$ cat config.mk
export PLATFORM = sky130hd
export DESIGN_NAME = osd_top
export DESIGN_NICKNAME = d
export VERILOG_FILES = /design/src/osd_pkg.sv /design/src/osd_emitter.sv /design/src/osd_decode.sv /design/src/osd_top.sv
export VERILOG_INCLUDE_DIRS = /design/src
export SDC_FILE = /design/constraint.sdc
export NUM_CORES = 1
export LEC_CHECK = 0
export ABC_CLOCK_PERIOD_IN_PS = 3150
export BUFFER_PORTS_ARGS = -buffer_cell sky130_fd_sc_hd__buf_2
export CAP_MARGIN = 25
export CORE_MARGIN = 5
export CORE_UTILIZATION = 57
export DETAILED_ROUTE_END_ITERATION = 8
export MAX_ROUTING_LAYER = met4
export PLACE_DENSITY = 0.9
export SYNTH_ARGS = -nofsm -noshare
export SYNTH_HDL_FRONTEND = slang
export SYNTH_SLANG_ARGS = --single-unit
$ cat constraint.sdc
create_clock -name i_clk -period 3.15 [get_ports i_clk]
set_input_delay 0.4725 -clock i_clk [delete_from_list [all_inputs] [get_ports i_clk]]
set_output_delay 0.4725 -clock i_clk [all_outputs]
set_load 0.01 [all_outputs]
$ cat src/osd_cfg.svh
// Purpose: constants for the original size detector
// Assumes: 250 MHz clock, 5-bit detector pattern {center, rear, beam1, beam2, beam3}
// Notes: pattern value of a table row n is 32 - n
`ifndef OSD_CFG_SVH
`define OSD_CFG_SVH

`define OSD_PAT_W 5
`define OSD_PAT_NONE 5'h1F
`define OSD_PAT_HALF_LE 5'h1E
`define OSD_PAT_HALF_ROT 5'h17
`define OSD_PAT_LET_ROT 5'h16
`define OSD_PAT_LET_LE 5'h10
`define OSD_PAT_LEGAL 5'h06
`define OSD_PAT_LEDGER 5'h00
`define OSD_CLK_MHZ 250
`define OSD_MOD_HALF_NS 2000
`define OSD_MOD_HALF_CYC ((`OSD_MOD_HALF_NS * `OSD_CLK_MHZ) / 1000)
`define OSD_MOD_CNT_W 10
`define OSD_CNT_ZERO 10'h000
`define OSD_CNT_ONE 10'h001

`endif

$ cat src/osd_pkg.sv
// Purpose: types for the original size detector
// Assumes: nothing beyond the config header
// Notes: size codes are what the panel and ratio logic see
package osd_pkg;
  typedef enum logic [2:0] {
    OSD_NO_ORIGINAL = 3'h0,
    OSD_HALF_LETTER_LONG_EDGE = 3'h1,
    OSD_HALF_LETTER_ROTATED = 3'h2,
    OSD_LETTER_ROTATED = 3'h3,
    OSD_LETTER_LONG_EDGE_FEED = 3'h4,
    OSD_LEGAL_SHEET = 3'h5,
    OSD_LEDGER_SHEET = 3'h6
  } osd_size_t;
endpackage : osd_pkg

$ cat src/osd_emitter.sv
// Purpose: pulse modulation of the detector LEDs and sampling slot
// Assumes: detector inputs settle within one half period
// Notes: sample strobe falls at the end of each lit half period
`timescale 1ns/1ns
`default_nettype none
`include "osd_cfg.svh"
module osd_emitter (
  // Clock and reset
  input wire logic i_clk,
  input wire logic i_nrst,
  // Enable
  input wire logic i_run,
  // Drive and strobes
  output logic o_led_on,
  output logic o_lit_end,
  output logic o_dark_end
);
  localparam logic [`OSD_MOD_CNT_W-1:0] HALF_CNT = `OSD_MOD_CNT_W'(`OSD_MOD_HALF_CYC - 1);
  logic [`OSD_MOD_CNT_W-1:0] cnt_reg;
  logic led_reg;
  wire half_done = (cnt_reg == HALF_CNT);
  always_ff @(posedge i_clk) begin
    if (!i_nrst || !i_run) begin
      cnt_reg <= `OSD_CNT_ZERO;
      led_reg <= 1'b0;
    end else begin
      cnt_reg <= half_done ? `OSD_CNT_ZERO : cnt_reg + `OSD_CNT_ONE;
      if (half_done) begin
        led_reg <= ~led_reg;
      end
    end
  end
  assign o_led_on = led_reg;
  assign o_lit_end = i_run && half_done && led_reg;
  assign o_dark_end = i_run && half_done && !led_reg;
endmodule : osd_emitter
`default_nettype wire

$ cat src/osd_decode.sv
// Purpose: pattern to size decode
// Assumes: pattern bit 1 means absent at that point
// Notes: combinational, o_valid low and no original for unlisted patterns
`timescale 1ns/1ns
`default_nettype none
`include "osd_cfg.svh"
module osd_decode (
  // Pattern
  input wire logic [`OSD_PAT_W-1:0] i_pattern,
  // Result
  output osd_pkg::osd_size_t o_size,
  output logic o_valid
);
  import osd_pkg::*;
  always_comb begin
    o_valid = 1'b1;
    o_size = OSD_NO_ORIGINAL;
    unique case (i_pattern)
      `OSD_PAT_NONE: o_size = OSD_NO_ORIGINAL;
      `OSD_PAT_HALF_LE: o_size = OSD_HALF_LETTER_LONG_EDGE;
      `OSD_PAT_HALF_ROT: o_size = OSD_HALF_LETTER_ROTATED;
      `OSD_PAT_LET_ROT: o_size = OSD_LETTER_ROTATED;
      `OSD_PAT_LET_LE: o_size = OSD_LETTER_LONG_EDGE_FEED;
      `OSD_PAT_LEGAL: o_size = OSD_LEGAL_SHEET;
      `OSD_PAT_LEDGER: o_size = OSD_LEDGER_SHEET;
      default: o_valid = 1'b0;
    endcase
  end
endmodule : osd_decode
`default_nettype wire

$ cat src/osd_top.sv
// Purpose: original size detector for the platen glass
// Assumes: inputs synchronous to i_clk; detector output high means no original
// Notes: result held while the platen sensor is on or the pattern is unlisted
// Summary of operation
// - Detector high means absent, low present
// - All absent gives no original, no selection
// - Row 2 decodes half letter long edge
// - Row 9 decodes half letter rotated
// - Row 10 decodes letter rotated
// - Size decision shown and selection triggered
// - Unlisted patterns keep last result
// - Platen off: evaluate continuously, update changes
// - Size change never moves the carriage
// - Platen on: freeze previous result
// - Pulse modulated emission, judge modulated reflection
// - Detect only with carriage at home
`timescale 1ns/1ns
`default_nettype none
`include "osd_cfg.svh"
module osd_top (
  // Clock and reset
  input wire logic i_clk,
  input wire logic i_nrst,
  // Detectors, high while receiver sees no reflection
  input wire logic i_center_detector,
  input wire logic i_rear_detector,
  input wire logic i_beam_detector_one,
  input wire logic i_beam_detector_two,
  input wire logic i_beam_detector_three,
  // Machine state
  input wire logic i_platen_on,
  input wire logic i_carriage_home,
  // Emitter drive
  output logic o_led_on,
  // Result
  output osd_pkg::osd_size_t o_size,
  output logic o_no_original,
  output logic o_select_paper,
  output logic o_size_update,
  output logic o_carriage_move
);
  import osd_pkg::*;

  logic [`OSD_PAT_W-1:0] raw_now;
  logic [`OSD_PAT_W-1:0] dark_reg;
  logic [`OSD_PAT_W-1:0] pat_reg;
  logic pat_ok_reg;
  logic lit_end;
  logic dark_end;
  logic run;
  osd_size_t dec_size;
  logic dec_valid;
  osd_size_t size_reg;
  osd_size_t size_next;
  logic upd_reg;
  logic upd_next;
  logic [`OSD_PAT_W-1:0] present_dark;
  logic [`OSD_PAT_W-1:0] present_lit;
  logic [`OSD_PAT_W-1:0] point_absent;

  assign run = i_carriage_home;

  osd_emitter u_emit (
    .i_clk(i_clk),
    .i_nrst(i_nrst),
    .i_run(run),
    .o_led_on(o_led_on),
    .o_lit_end(lit_end),
    .o_dark_end(dark_end)
  );

  assign raw_now = {i_center_detector, i_rear_detector, i_beam_detector_one,
                    i_beam_detector_two, i_beam_detector_three};

  // present needs modulation: low when lit, high when dark
  assign present_dark = dark_reg;
  assign present_lit = ~raw_now;

  for (genvar gi = 0; gi < `OSD_PAT_W; gi++) begin : g_point
    assign point_absent[gi] = !(present_dark[gi] && present_lit[gi]);
  end

  always_ff @(posedge i_clk) begin
    if (!i_nrst) begin
      dark_reg <= `OSD_PAT_NONE;
      pat_reg <= `OSD_PAT_NONE;
      pat_ok_reg <= 1'b0;
    end else begin
      if (dark_end) begin
        dark_reg <= raw_now;
      end
      pat_ok_reg <= lit_end;
      if (lit_end) begin
        pat_reg <= point_absent;
      end
    end
  end

  osd_decode u_dec (
    .i_pattern(pat_reg),
    .o_size(dec_size),
    .o_valid(dec_valid)
  );

  always_comb begin
    size_next = size_reg;
    upd_next = 1'b0;
    if (pat_ok_reg && !i_platen_on && run && dec_valid) begin
      size_next = dec_size;
      upd_next = (dec_size != size_reg);
    end
  end

  always_ff @(posedge i_clk) begin
    if (!i_nrst) begin
      size_reg <= OSD_NO_ORIGINAL;
      upd_reg <= 1'b0;
    end else begin
      size_reg <= size_next;
      upd_reg <= upd_next;
    end
  end

  assign o_size = size_reg;
  assign o_size_update = upd_reg;
  assign o_no_original = (size_reg == OSD_NO_ORIGINAL);
  assign o_select_paper = upd_reg && (size_reg != OSD_NO_ORIGINAL);
  assign o_carriage_move = 1'b0;
endmodule : osd_top
`default_nettype wire

Word level (Yosys, flattened, before mapping)
Cells that the tools add are included.

Flip-flop bits (word level): 26. Input port bits: 9. Output and inout port bits: 8. Logic and storage cells: 48.

Add/sub/neg operators: 1. Eq/ne operators: 8. Mux-type cells: 2. Bitwise operators: 2. Reduce and logical (&&, ||, !) cells: 28.

Operators by type and width (count): equality test 5 bit, second input constant (5); one-hot mux 3 bit (6 select lines) (1); logical AND 1 bit (12); adder 10 x 1 -> 10 bit, second input constant (1); equality test 10 x 9 -> 1 bit, second input constant (1); zero test 1 bit (9); OR reduction 7 bit (1); equality test 5 x 3 -> 1 bit, second input constant (1); zero test 5 bit (1); NOT 5 bit (1); zero test 3 bit (1); != test 3 bit (1); nonzero test 3 bit (1); AND reduction 2 bit (1); OR reduction 2 bit (1); logical OR 1 bit (1); 2-to-1 mux 1 bit (1); NOT 1 bit (1).

Longest topological paths before layout
Gate-level depths: netlist of run 1.

Depth in word-level cells: 5. Mapped depth: 6. Depth with buffers taken out: 5.

By module
From an unflattened synthesis of run 1, not the netlist that was laid out.

Cells, all modules: 125. Area total of the unflattened synthesis: 1143.6 um^2.

Modules (own cells, without submodules): osd_top (times used 1, cells each 60, area each 584.3 um^2, seq. area each 300.3 um^2); osd_emitter (times used 1, cells each 54, area each 484.2 um^2, seq. area each 220.2 um^2); osd_decode (times used 1, cells each 11, area each 75.1 um^2, seq. area each 0.0 um^2).

Worst setup path after synthesis of run 1
No wires, ideal clock.

Path type: reg-to-reg. Start point: register pat_reg[2]. End point: register upd_reg (netlist: o_size_update). Arrival time: 1427 ps. Required time: 3030 ps. Slack: 1603 ps. Cell stages (with the launch flop): 6. Buffers on the path: 1. Period minus slack after synthesis: 1547 ps. Path through: dfxtp_1 -> buf_6 -> or4_1 -> a21oi_2 -> xor2_1 -> o31a_1.

Cells in the longest elaborated chain, start to end: 5.

Ends and longest elaborated chain: start: declaration (line osd_top.sv:46) `` logic [`OSD_PAT_W-1:0] pat_reg; ``; start signal: assignment (line osd_top.sv:86) `` pat_reg <= `OSD_PAT_NONE; ``; start signal: assignment (line osd_top.sv:94) `pat_reg <= point_absent;`; equality test 5 bit (tied with other cells) (line osd_decode.sv:18) `unique case (i_pattern)`; OR reduction 7 bit (no source line); 2-to-1 mux 1 bit (line osd_decode.sv:18); logical AND 1 bit (line osd_top.sv:108) `if (pat_ok_reg && !i_platen_on && run && dec_valid) begin`; AND reduction 2 bit (no source line); end signal: assignment (line osd_top.sv:120) `upd_reg <= upd_next;`; end: declaration (line osd_top.sv:55) `logic upd_reg;`.

Parallel ways exist; a longest one is shown, timed or not. A chain may end at the register's enable or synchronous reset.

Worst setup path after layout of run 1
Start point: register u_emit.cnt_reg[0]. End point: register dark_reg[4].

Cells in the longest elaborated chain, start to end: 3.

Ends and longest elaborated chain: start: declaration (line osd_emitter.sv:19) `` logic [`OSD_MOD_CNT_W-1:0] cnt_reg; ``; start signal: assignment (line osd_emitter.sv:24) `` cnt_reg <= `OSD_CNT_ZERO; ``; start signal: assignment (line osd_emitter.sv:27) `` cnt_reg <= half_done ? `OSD_CNT_ZERO : cnt_reg + `OSD_CNT_ONE; ``; equality test 10 x 9 -> 1 bit (line osd_emitter.sv:21) `wire half_done = (cnt_reg == HALF_CNT);`; logical AND 1 bit (2 in series) (line osd_emitter.sv:35) `assign o_dark_end = i_run && half_done && !led_reg;`; end signal: assignment (line osd_top.sv:85) `` dark_reg <= `OSD_PAT_NONE; ``; end signal: assignment (line osd_top.sv:90) `dark_reg <= raw_now;`; end: declaration (line osd_top.sv:45) `` logic [`OSD_PAT_W-1:0] dark_reg; ``.

Every way passes these cells.

==> summary.md, run 1 <==
| Metric | Value |
|---|---|
| Status | `finished, final reports clean` |
| Unrepaired setup endpoints after global routing | `false` |
| Most frequent cells in the layout | `29 x nor2_1, 26 x dfxtp_1, 15 x buf_2` |
| Period Utilization, post-route | `55.2%` |
| Final ANT Viol Nets | `0` |
| N_diodes | `0` |
| Yosys reg bits | `26` |
| Hold Path Class | `input pin to flip-flop` |
| Hpwl dp | `1.67 mm` |
| Flop pwr share | `64.9%` |
| Drt pass-1 iters | `4` |
| Max VDD drop | `0.274 mV` |
| Place WS | `1.45 ns` |
| Synth top area share | `41.6%` |
| Routed WL | `2.15 mm` |
| Mapped Cells | `144` |
| Worst Skew | `0.0133 ns` |
| Sw Ratio | `20.0%` |
| Crit path buf inv count | `0` |
| DR DRC count | `0` |
| Pin count of the biggest net entering global routing | `21` |
| Largest cells by area after synthesis | `dfxtp_1 42%, nor2_1 8.7%, mux2i_1 8.0%` |
| Setup Crit Path Kind | `flip-flop to flip-flop` |
| Slack of the critical path | `1.41 ns` |
| Final Wtd Congestion | `0.851` |
| CTS tree | `yes` |
| Share of total power in combinational logic | `4.0%` |
| Synth area leader | `dfxtp_1` |
| PostCTS Resize Cnt | `0` |
| DIE WIDTH | `56.9 µm` |
| Setup TNS Final | `0 ns` |
| MaxCap Viol Count | `0` |
| Vias in the first global route | `960` |
| Worst endpoint data arrival time | `1.98 ns` |
| Final total power | `0.510 mW` |
| Die Ht | `56.9 µm` |
| Vias per cell | `5.44` |
| Longest Clk Path Bufs | `2` |
| Multi-input gate area | `674 µm²` |
| Die area | `0.00323 mm²` |
| Sequential-to-total area share from yosys stat | `41.6%` |
| Final Setup Violations | `0` |
| Max reg flops | `10` |
| Initial antenna violation count | `0` |
| Latest clock arrival within the worst-skew pair | `0.31 ns` |
| Share of cells above drive strength 1 | `18.6%` |
| Mean Syn Cell Area | `8.69 µm²` |
| CTS root buffer | `clkbuf_4` |
| Setup bufs post-CTS | `0` |
| Port bufs | `15` |
| Min cycle time layout | `1.74 ns` |
| Critical path startpoint category | `flip-flop` |
| CTS buffer count | `3` |
| Synth warn | `0` |
| Design Area, Final | `0.00135 mm²` |
| Distinct cells, synth | `38` |
| Pwr per Cell Area | `377 mW/mm²` |
| Iteration-0 DRC Markers | `32` |
| Clock network power share | `31.1%` |
| Drt wl/cell | `11.7 µm` |
| Initial Util | `58.2%` |
| Sw power | `0.102 mW` |
| First-pass GRT wire length | `3.87 mm` |
| Max Fclk | `0.576 GHz` |
| Cell Int Power | `0.409 mW` |
| Total vias in the final route | `1001` |
| Leakage | `0.547 nW` |
| CP cell instances | `ha_1, nand2_1, nor3_4, and3b_1, mux2i_1` |
| Slew @ Worst Pin | `0.553 ns` |
| Worst hold stages | `3` |
| Most common cell after layout, fill and taps aside | `nor2_1` |
| Mapped Nets | `154` |
| CORE AREA | `0.00215 mm²` |
| CTS sink cnt | `26` |
| Post-synthesis cell area | `0.00125 mm²` |
| Rows | `17` |
| Fin. max-slew vios | `0` |
| Fillers | `176` |
| Nature of the critical path endpoint | `flip-flop` |
| Clock Pin Slew Worst Setup and Hold Paths | `0.14 ns` |
| Number of cells on the critical path | `5` |
| Total GRT Usage | `14.9%` |
| Required time of the critical path | `3.40 ns` |
| P&R area growth vs syn | `8.10%` |
| Reg area | `520 µm²` |
| Gr ovfl total | `0` |
| Worst path max stage delay | `0.39 ns` |
| Final hold violation count | `0` |
| Cell family with most CP delay | `simple AND/OR/NAND/NOR gates` |
| Hold-fix buffers, CTS | `0` |
| Critical-path top delay cell | `dfxtp_1` |
| Max-slew headroom | `63.1%` |
| H-Tree Depth | `1` |
| Net count reported at finish | `167` |
| Crit Path Max Fanout | `5` |
| Reg2reg path depth | `5` |
| DP Area | `0.00132 mm²` |
| IO Pins | `17` |
==> cell usage after synthesis (all sizes together) <==
master,count
nor2,29
dfxtp,26
mux2i,10
nand2,7
nand3,7
xor2,7
and2,6
a21oi,5
o21ai,5
clkbuf,4
nor3,4
buf,3
inv,3
or3,3
xnor2,3
and3b,2
nand4,2
nor2b,2
o21bai,2
or2,2
or4,2
a21o,1
a31o,1
a31oi,1
conb,1
ha,1
nand3b,1
nor3b,1
nor4,1
o21a,1
o31a,1
==> power groups by stage <==
stage	Clock [mW]	Sequential (mW)	Combinational (mW)
after detailed placement	0	0.338	0.0203
after CTS	0.165	0.331	0.0204
after floorplan	0	0.338	0.0136
final	0.159	0.331	0.0203
after global placement	0	0.338	0.0197
after global routing	0.179	0.332	0.0229
==> layer usage <==
| metal | track usage (%) | up-vias | part of all wire, % |
|---|---|---|---|
| met5 | - | - | 0 |
| met4 | 6.62 | 0 | 1.0 |
| met3 | 3.22 | 2 | 6.3 |
| met2 | 23.4 | 28 | 48 |
| met1 | 18.3 | 458 | 44 |
| li1 | - | 513 | - |
==> cell families (layout without fill, tap and decap cells) <==
family	after synthesis	count (layout)	synth area share (%)
compound gates	17	17	8.70
xor+xnor	10	10	7.00
fa+ha+maj	1	1	1.00
buf+inv	10	22	4.50
flops	26	26	41.6
mux	10	10	8.00
other cells	1	1	0.300
simple gates	69	69	28.9
==> final cells by class <==
type / instances / share of cell area (%)
clock buffers: 4 / 2.68
well taps: 28 / 2.59
flip-flops and latches: 26 / 38.5
inverters: 3 / 0.833
repair buffers: 15 / 5.55
multi-input cells: 108 / 49.9
==> worst paths after layout <==
path / from / end / slack (ns)
setup / recovery: u_emit.cnt_reg[0]$_SDFF_PP0_ / dark_reg[4]$_SDFFE_PN1P_ / 1.41
hold / removal: i_beam_detector_three / dark_reg[0]$_SDFFE_PN1P_ / 0.42
setup reg to reg: u_emit.cnt_reg[0]$_SDFF_PP0_ / dark_reg[4]$_SDFFE_PN1P_ / 1.41
hold reg to reg: u_emit.cnt_reg[0]$_SDFF_PP0_ / u_emit.cnt_reg[0]$_SDFF_PP0_ / 0.49
==> tightest hold or removal path: stages <==
cell and delay, ns:
buf_2 0.07, nor2_1 0.04, mux2i_1 0.11
==> per-stage QoR <==
stage                     util (%)  hold WS [ns]  cells
after global routing          63.0         0.406    184
after CTS                     63.0         0.413    184
after floorplan                  -         0.430    144
after detailed placement      61.3         0.466    180
final                         63.0         0.419    184
after global placement        61.3         0.445    180
(Power assumes the default switching activity.)
==> run 2: changes to the inputs <==
Settings changed: ABC_CLOCK_PERIOD_IN_PS 3150 to 1700, CORE_UTILIZATION 57 to 55, PLACE_DENSITY 0.9 to 0.88.
Clock period 3.15 ns to 1.7 ns, I/O delays scaled along.
==> summary.md, run 2 (synthesis results as in run 1) <==
| Metric | Value |
|---|---|
| Status | `finished, final reports clean` |
| Worst Skew | `0.0117 ns (-0.00158 ns)` |
| Hold endpoint | `dark_reg[3]$_SDFFE_PN1P_` |
| Clock Pin Slew Worst Setup and Hold Paths | `0.15 ns (about the same)` |
| Reg2reg path depth | `4 (-1)` |
| Required time of the critical path | `1.93 ns (-1.47 ns)` |
| Rows | `17 (unchanged)` |
| CTS sink cnt | `26 (unchanged)` |
| Setup TNS Final | `0 ns (unchanged)` |
| Final ANT Viol Nets | `0 (unchanged)` |
| Nature of the critical path endpoint | `flip-flop` |
| DR DRC count | `0 (unchanged)` |
| Final total power | `0.971 mW (+90%)` |
| Die area | `0.00333 mm² (+3.0%)` |
| FF-to-FF End | `o_size_update$_SDFF_PN0_` |
| Pwr per Cell Area | `697 mW/mm² (+85%)` |
| First-pass GRT wire length | `4.24 mm (+9.6%)` |
| Worst endpoint data arrival time | `1.82 ns (-0.16 ns)` |
| Fillers | `193 (+9.7%)` |
| Hold Path Origin | `i_rear_detector` |
| PostCTS Resize Cnt | `0 (unchanged)` |
| Setup Crit Path Kind | `flip-flop to flip-flop` |
| Hold-fix buffers, CTS | `0 (unchanged)` |
| Worst hold stages | `3 (unchanged)` |
| Most frequent cells in the layout | `29 x nor2_1, 25 x dfxtp_1, 15 x buf_2` |
| Crit Path Max Fanout | `9 (+4)` |
| Hold Path Class | `input pin to flip-flop` |
| IO Pins | `17 (unchanged)` |
| Longest Clk Path Bufs | `2 (unchanged)` |
| Die Ht | `57.7 µm (+1.5%)` |
| Total vias in the final route | `1011 (+1.0%)` |
| Pin count of the biggest net entering global routing | `19 (-9.5%)` |
| Latest clock arrival within the worst-skew pair | `0.32 ns (about the same)` |
| Port bufs | `15 (unchanged)` |
| Iteration-0 DRC Markers | `17 (-47%)` |
| Flop-to-flop setup slack | `0.11 ns (-1.30 ns)` |
| CTS tree | `yes` |
| DIE WIDTH | `57.7 µm (+1.5%)` |
| Final Wtd Congestion | `0.739 (-13%)` |
| Leakage | `0.567 nW (+3.6%)` |
| Period Utilization, post-route | `93.4% (+38 points)` |
| Slew @ Worst Pin | `0.507 ns (-0.0461 ns)` |
| Gr ovfl total | `0 (unchanged)` |
| Share of cells above drive strength 1 | `21.9% (+3.3 points)` |
| Max reg flops | `10 (unchanged)` |
| Setup bufs post-CTS | `0 (unchanged)` |
| Min cycle time layout | `1.59 ns (-0.149 ns)` |
| H-Tree Depth | `1 (unchanged)` |
| Fin. max-slew vios | `0 (unchanged)` |
| Critical path startpoint category | `flip-flop` |
| CTS buffer count | `3 (unchanged)` |
| Unrepaired setup endpoints after global routing | `false` |
| Hpwl dp | `1.76 mm (+5.6%)` |
| Max-slew headroom | `66.2% (+3.1 points)` |
| Drt wl/cell | `13.4 µm (+14%)` |
| N_diodes | `0 (unchanged)` |
| Vias per cell | `5.38 (-1.1%)` |
| Vias in the first global route | `998 (+4.0%)` |
| Max VDD drop | `0.476 mV (+74%)` |
| Drt pass-1 iters | `4 (unchanged)` |
| P&R area growth vs syn | `11.3%` |
| CTS root buffer | `clkbuf_4` |
| Total GRT Usage | `16.8% (+1.9 points)` |
| CORE AREA | `0.00219 mm² (+2.0%)` |
| Routed WL | `2.52 mm (+17%)` |
| Core Util, Final | `63.6% (+0.61 points)` |
| Net count reported at finish | `171 (+2.4%)` |
| Most common cell after layout, fill and taps aside | `nor2_1` |
| Final hold violation count | `0 (unchanged)` |
| Max Fclk | `0.630 GHz (+9.4%)` |
| Initial Util | `57.1% (-1.1 points)` |
| Initial antenna violation count | `0 (unchanged)` |
| Fin Hold WS | `0.195 ns (-0.225 ns)` |
| Final Setup Violations | `0 (unchanged)` |
| MaxCap Viol Count | `0 (unchanged)` |
| Worst r2r src | `pat_reg[2]$_SDFFE_PN1P_` |
[run 2: layout make-up]
type / count / area, µm² / area share [%]
Clock buffer: 4 / 36.3 / 2.61
Inverter: 3 / 11.3 / 0.809
Multi-Input combinational cell: 108 / 683 / 49.1
Sequential cell: 26 / 522 / 37.5
Tap cell: 28 / 35.0 / 2.52
Timing Repair Buffer: 19 / 105 / 7.55
[run 2: worst max path at each step]
stage	start	end	depth (start not counted)
CTS	u_emit.cnt_reg[2]$_SDFF_PP0_	dark_reg[0]$_SDFFE_PN1P_	4
floorplan	pat_reg[2]$_SDFFE_PN1P_	o_size_update$_SDFF_PN0_	5
detailed placement	u_emit.cnt_reg[2]$_SDFF_PP0_	dark_reg[0]$_SDFFE_PN1P_	4
global placement	pat_reg[2]$_SDFFE_PN1P_	o_size_update$_SDFF_PN0_	4
finish	pat_reg[2]$_SDFFE_PN1P_	o_size_update$_SDFF_PN0_	4
global route	u_emit.cnt_reg[2]$_SDFF_PP0_	dark_reg[0]$_SDFFE_PN1P_	4
[run 2: per-stage QoR]
stage	std cells	worst slack, ns	instance area, µm²
2_1_floorplan	144	0.153	1250
5_1_grt	188	0.0608	1390
3_3_place_gp	184	0.151	1350
4_1_cts	188	0.0428	1380
3_5_place_dp	184	0.0711	1350
6_report	188	0.112	1390
[run 2: layer usage]
layer | vias to the layer above | GRT usage (%) | share of wire, %
li1 | 515 | - | -
met1 | 456 | 18.7 | 42
met2 | 34 | 30.2 | 50
met3 | 6 | 1.78 | 5.7
met4 | 0 | 6.95 | 2.1
met5 | - | - | 0
[run 2: critical path, stage by stage (launching register included)]
cell and delay [ns]:
dfxtp_1 0.41, or4_1 0.54, a21oi_2 0.19, xor2_1 0.08
o31a_1 0.28
[run 2: report_power, final]
part	internal [mW]	switching [mW]
logic	0.0170	0.0251
registers	0.612	0.00272
clock network	0.131	0.183
total	0.760	0.211
==> run 3: changes to the inputs <==
Settings changed: ABC_CLOCK_PERIOD_IN_PS 1700 to 1600, CORE_UTILIZATION 55 to 54, PLACE_DENSITY 0.88 to 0.87, SYNTH_HIERARCHICAL set to 1.
Clock period 1.7 ns to 1.6 ns, I/O delays scaled along.
==> summary.md, run 3 <==
| Metric | Value |
|---|---|
| Period Utilization, post-route | `104% (+10 points)` |
| Slack of the critical path | `-0.0561 ns (-0.168 ns)` |
| Synth top area share | `45.5% (+3.9 points)` |
| Final hold violation count | `0 (unchanged)` |
| Most frequent cell after synthesis | `dfxtp_1` |
| Crit-path most repeated cell | `nand2_1` |
| Status | `complete, but fails checks` |
| Most common cell after layout, fill and taps aside | `dfxtp_1` |
| Metal2 WL | `1.34 mm (+5.9%)` |
| H-Tree Depth | `1 (unchanged)` |
| Die area | `0.00314 mm² (-5.7%)` |
| Design Area, Final | `0.00143 mm² (+2.5%)` |
| Latest clock arrival within the worst-skew pair | `0.33 ns (about the same)` |
| Multi-input gate area | `634 µm² (-7.1%)` |
| Max Fclk | `0.604 GHz (-4.1%)` |
| Unrepaired setup endpoints after global routing | `true` |
| First-pass GRT wire length | `3.82 mm (-9.9%)` |
| Hpwl dp | `1.68 mm (-4.6%)` |
| Distinct cells, synth | `38 (unchanged)` |
| Routed wl met3 | `190 µm (+33%)` |
| Number of enable flip-flop cells after synthesis | `0 (unchanged)` |
| Port bufs | `15 (unchanged)` |
| Vias per cell | `5.50 (+2.3%)` |
| DP Area | `0.00131 mm² (-2.7%)` |
| Min cycle time layout | `1.66 ns (+0.0679 ns)` |
| Mapped Nets | `135 (-12%)` |
| Vias in the first global route | `909 (-8.9%)` |
| Dpl cells | `172 (-6.5%)` |
| Final total power | `1.02 mW (+5.4%)` |
| Iteration-0 DRC Markers | `25 (+8)` |
| Core Util, Final | `72.0% (+8.5 points)` |
| Hold Path Class | `input pin to flip-flop` |
| Fin. max-slew vios | `0 (unchanged)` |
| CTS root buffer | `clkbuf_4` |
| Initial antenna violation count | `0 (unchanged)` |
| Crit path buf inv count | `1 (+1)` |
| Most frequent cells in the layout | `22 x dfxtp_1, 21 x nand2_1, 15 x nor2_1, 15 x buf_2, 15 x buf_4` |
| Max reg flops | `10 (unchanged)` |
| Met1 WL | `1.11 mm (+5.7%)` |
| Pin count of the biggest net entering global routing | `15 (-4)` |
| Nature of the critical path endpoint | `flip-flop` |
| Synth warn | `6 (+6)` |
| Asr flop ratio synth | `0% (unchanged)` |
| MaxCap Viol Count | `0 (unchanged)` |
| Clock Pin Slew Worst Setup and Hold Paths | `0.14 ns (about the same)` |
| Synth area leader | `dfxtp_1` |
| Setup Crit Path Kind | `flip-flop to flip-flop` |
| DR DRC count | `0 (unchanged)` |
| Non-filler instance count after layout | `182 (-3.2%)` |
| Largest cells by area after synthesis | `dfxtp_1 46%, mux2i_1 7.0%, nand2_1 6.9%` |
| Share of cells above drive strength 1 | `34.8% (+13 points)` |
| Cell family with most CP delay | `simple AND/OR/NAND/NOR gates` |
| Gr ovfl total | `0 (unchanged)` |
| Hold-fix buffers, CTS | `0 (unchanged)` |
| Final ANT Viol Nets | `0 (unchanged)` |
| Mapped Cells | `125 (-13%)` |
| CTS buffer count | `3 (unchanged)` |
| Rows | `16 (-1)` |
| CTS sink cnt | `26 (unchanged)` |
| Top_reg_cell synth | `dfxtp_1` |
| CP cell instances | `ha_1, nand2_1, nor3_4, nand2_1, nor2_1, buf_4, mux2i_1, nand2_1` |
| CTS tree | `yes` |
| DIE WIDTH | `56.0 µm (-2.9%)` |
| N_diodes | `0 (unchanged)` |
| Pwr per Cell Area | `717 mW/mm² (+2.8%)` |
| Total GRT Usage | `15.5% (-1.3 points)` |
| Worst endpoint data arrival time | `1.88 ns (+0.06 ns)` |
| Final Wtd Congestion | `0.789 (+6.7%)` |
| Mean Syn Cell Area | `9.15 µm² (+5.3%)` |
| Worst Skew | `0.00591 ns (-0.00582 ns)` |
| Longest Clk Path Bufs | `2 (unchanged)` |
| Reg area | `528 µm² (+1.2%)` |
| Failing checks | `setup timing` |
| Crit Path Max Fanout | `5 (-4)` |
| Sequential-to-total area share from yosys stat | `45.5% (+3.9 points)` |
| Die Ht | `56.0 µm (-2.9%)` |
| Leakage | `0.576 nW (+1.6%)` |
| Total vias in the final route | `1001 (-0.99%)` |
| Net count reported at finish | `166 (-2.9%)` |
| Routed WL | `2.71 mm (+7.6%)` |
| Final Setup Violations | `6 (+6)` |
| Critical-path top delay cell | `dfxtp_2` |
| Post-synth top cells | `26 x dfxtp_1, 21 x nand2_1, 15 x nor2_1` |
| Critical path startpoint category | `flip-flop` |
| CORE AREA | `0.00198 mm² (-9.5%)` |
| Max layer used | `met4` |
| Max VDD drop | `0.836 mV (+76%)` |
| P&R area growth vs syn | `24.8%` |
| Initial Util | `57.7% (+0.59 points)` |
| Drt wl/cell | `14.9 µm (+11%)` |
| Required time of the critical path | `1.82 ns (-0.11 ns)` |
| Post-synthesis cell area | `0.00114 mm² (-8.6%)` |
| Fillers | `134 (-31%)` |
| IO Pins | `17 (unchanged)` |
| Drt pass-1 iters | `4 (unchanged)` |
| Worst path max stage delay | `0.37 ns (-0.17 ns)` |
| Yosys reg bits | `26 (unchanged)` |
-- run 3: changes by cell type in the layout (fill, tap and decap cells not counted), sizes merged, moves of 4 or more --
cell   change
nor2      -14
and2       -4
o22ai      +5
buf       +11
xor2       -4
o21ai      -4
nand2     +14
-- run 3: area by class of cell --
cell class,count,area share (%)
clock buffers,4,2.54
inverters,2,0.526
repair buffers,30,13.1
multi-input cells,93,44.4
flip-flops and latches,26,37.0
well taps,27,2.37
-- run 3: timing repair --
| item | 4_1_cts | 5_1_grt |
|---|---|---|
| endpoints found under the setup margin | 14 | 21 |
| resized for setup | 3 | 9 |
| pin swaps | 2 | 3 |
| setup buffers | 2 | 4 |
| endpoints found under the hold margin | 0 | 0 |
-- run 3: kinds of logic (layout without fill, tap and decap cells) --
family | after synthesis | in the layout | synth area share [%]
multiplexers | 8 | 8 | 7.00
XOR/XNOR | 9 | 9 | 6.89
flip-flops | 26 | 26 | 45.5
AO/OA/AOI/OAI | 15 | 15 | 9.74
other | 1 | 1 | 0.328
AND/OR/NAND/NOR | 59 | 59 | 26.9
buffers and inverters | 6 | 36 | 2.52
adder cells (fa/ha/maj) | 1 | 1 | 1.09
-- run 3: power breakdown --
group | internal, mW | leakage [nW] | switching [mW]
registers | 0.648 | 0.210 | 0.00155
logic | 0.0133 | 0.345 | 0.0221
clock network | 0.139 | 0.0210 | 0.198
-- run 3: worst min-delay path, cell delays in order --
cell	delay [ns]
buf_2	0.09
mux2i_1	0.06
nand2_1	0.06
-- run 3: worst paths after layout --
kind / startpoint / to / slack (ns) / cells after the start
max: u_emit/cnt_reg[0]$_SDFF_PP0_ / dark_reg[2]$_SDFFE_PN1P_ / -0.06 / 8
min: i_beam_detector_two / dark_reg[1]$_SDFFE_PN1P_ / 0.13 / 3
max reg2reg: u_emit/cnt_reg[0]$_SDFF_PP0_ / dark_reg[2]$_SDFFE_PN1P_ / -0.06 / 8
min reg2reg: u_emit/cnt_reg[0]$_SDFF_PP0_ / u_emit/cnt_reg[0]$_SDFF_PP0_ / 0.44 / 1
-- run 3: per-stage QoR --
| step | setup TNS, ns | hold WS, ns | setup slack, ns |
|---|---|---|---|
| 6_report | -0.218 | 0.130 | -0.0561 |
| 5_1_grt | -1.46 | 0.124 | -0.184 |
| 4_1_cts | -0.0299 | 0.144 | -0.0201 |
| 3_5_place_dp | -0.262 | 0.456 | -0.0765 |
| 3_3_place_gp | 0 | 0.432 | 0.0118 |
| 2_1_floorplan | 0 | 0.367 | 0.00402 |
-- run 3: per-layer routing --
| layer | vias to the layer above | track usage, % |
|---|---|---|
| met5 | - | - |
| met1 | 451 | 18.3 |
| met2 | 50 | 24.5 |
| li1 | 491 | - |
| met3 | 9 | 3.94 |
| met4 | 0 | 7.12 |
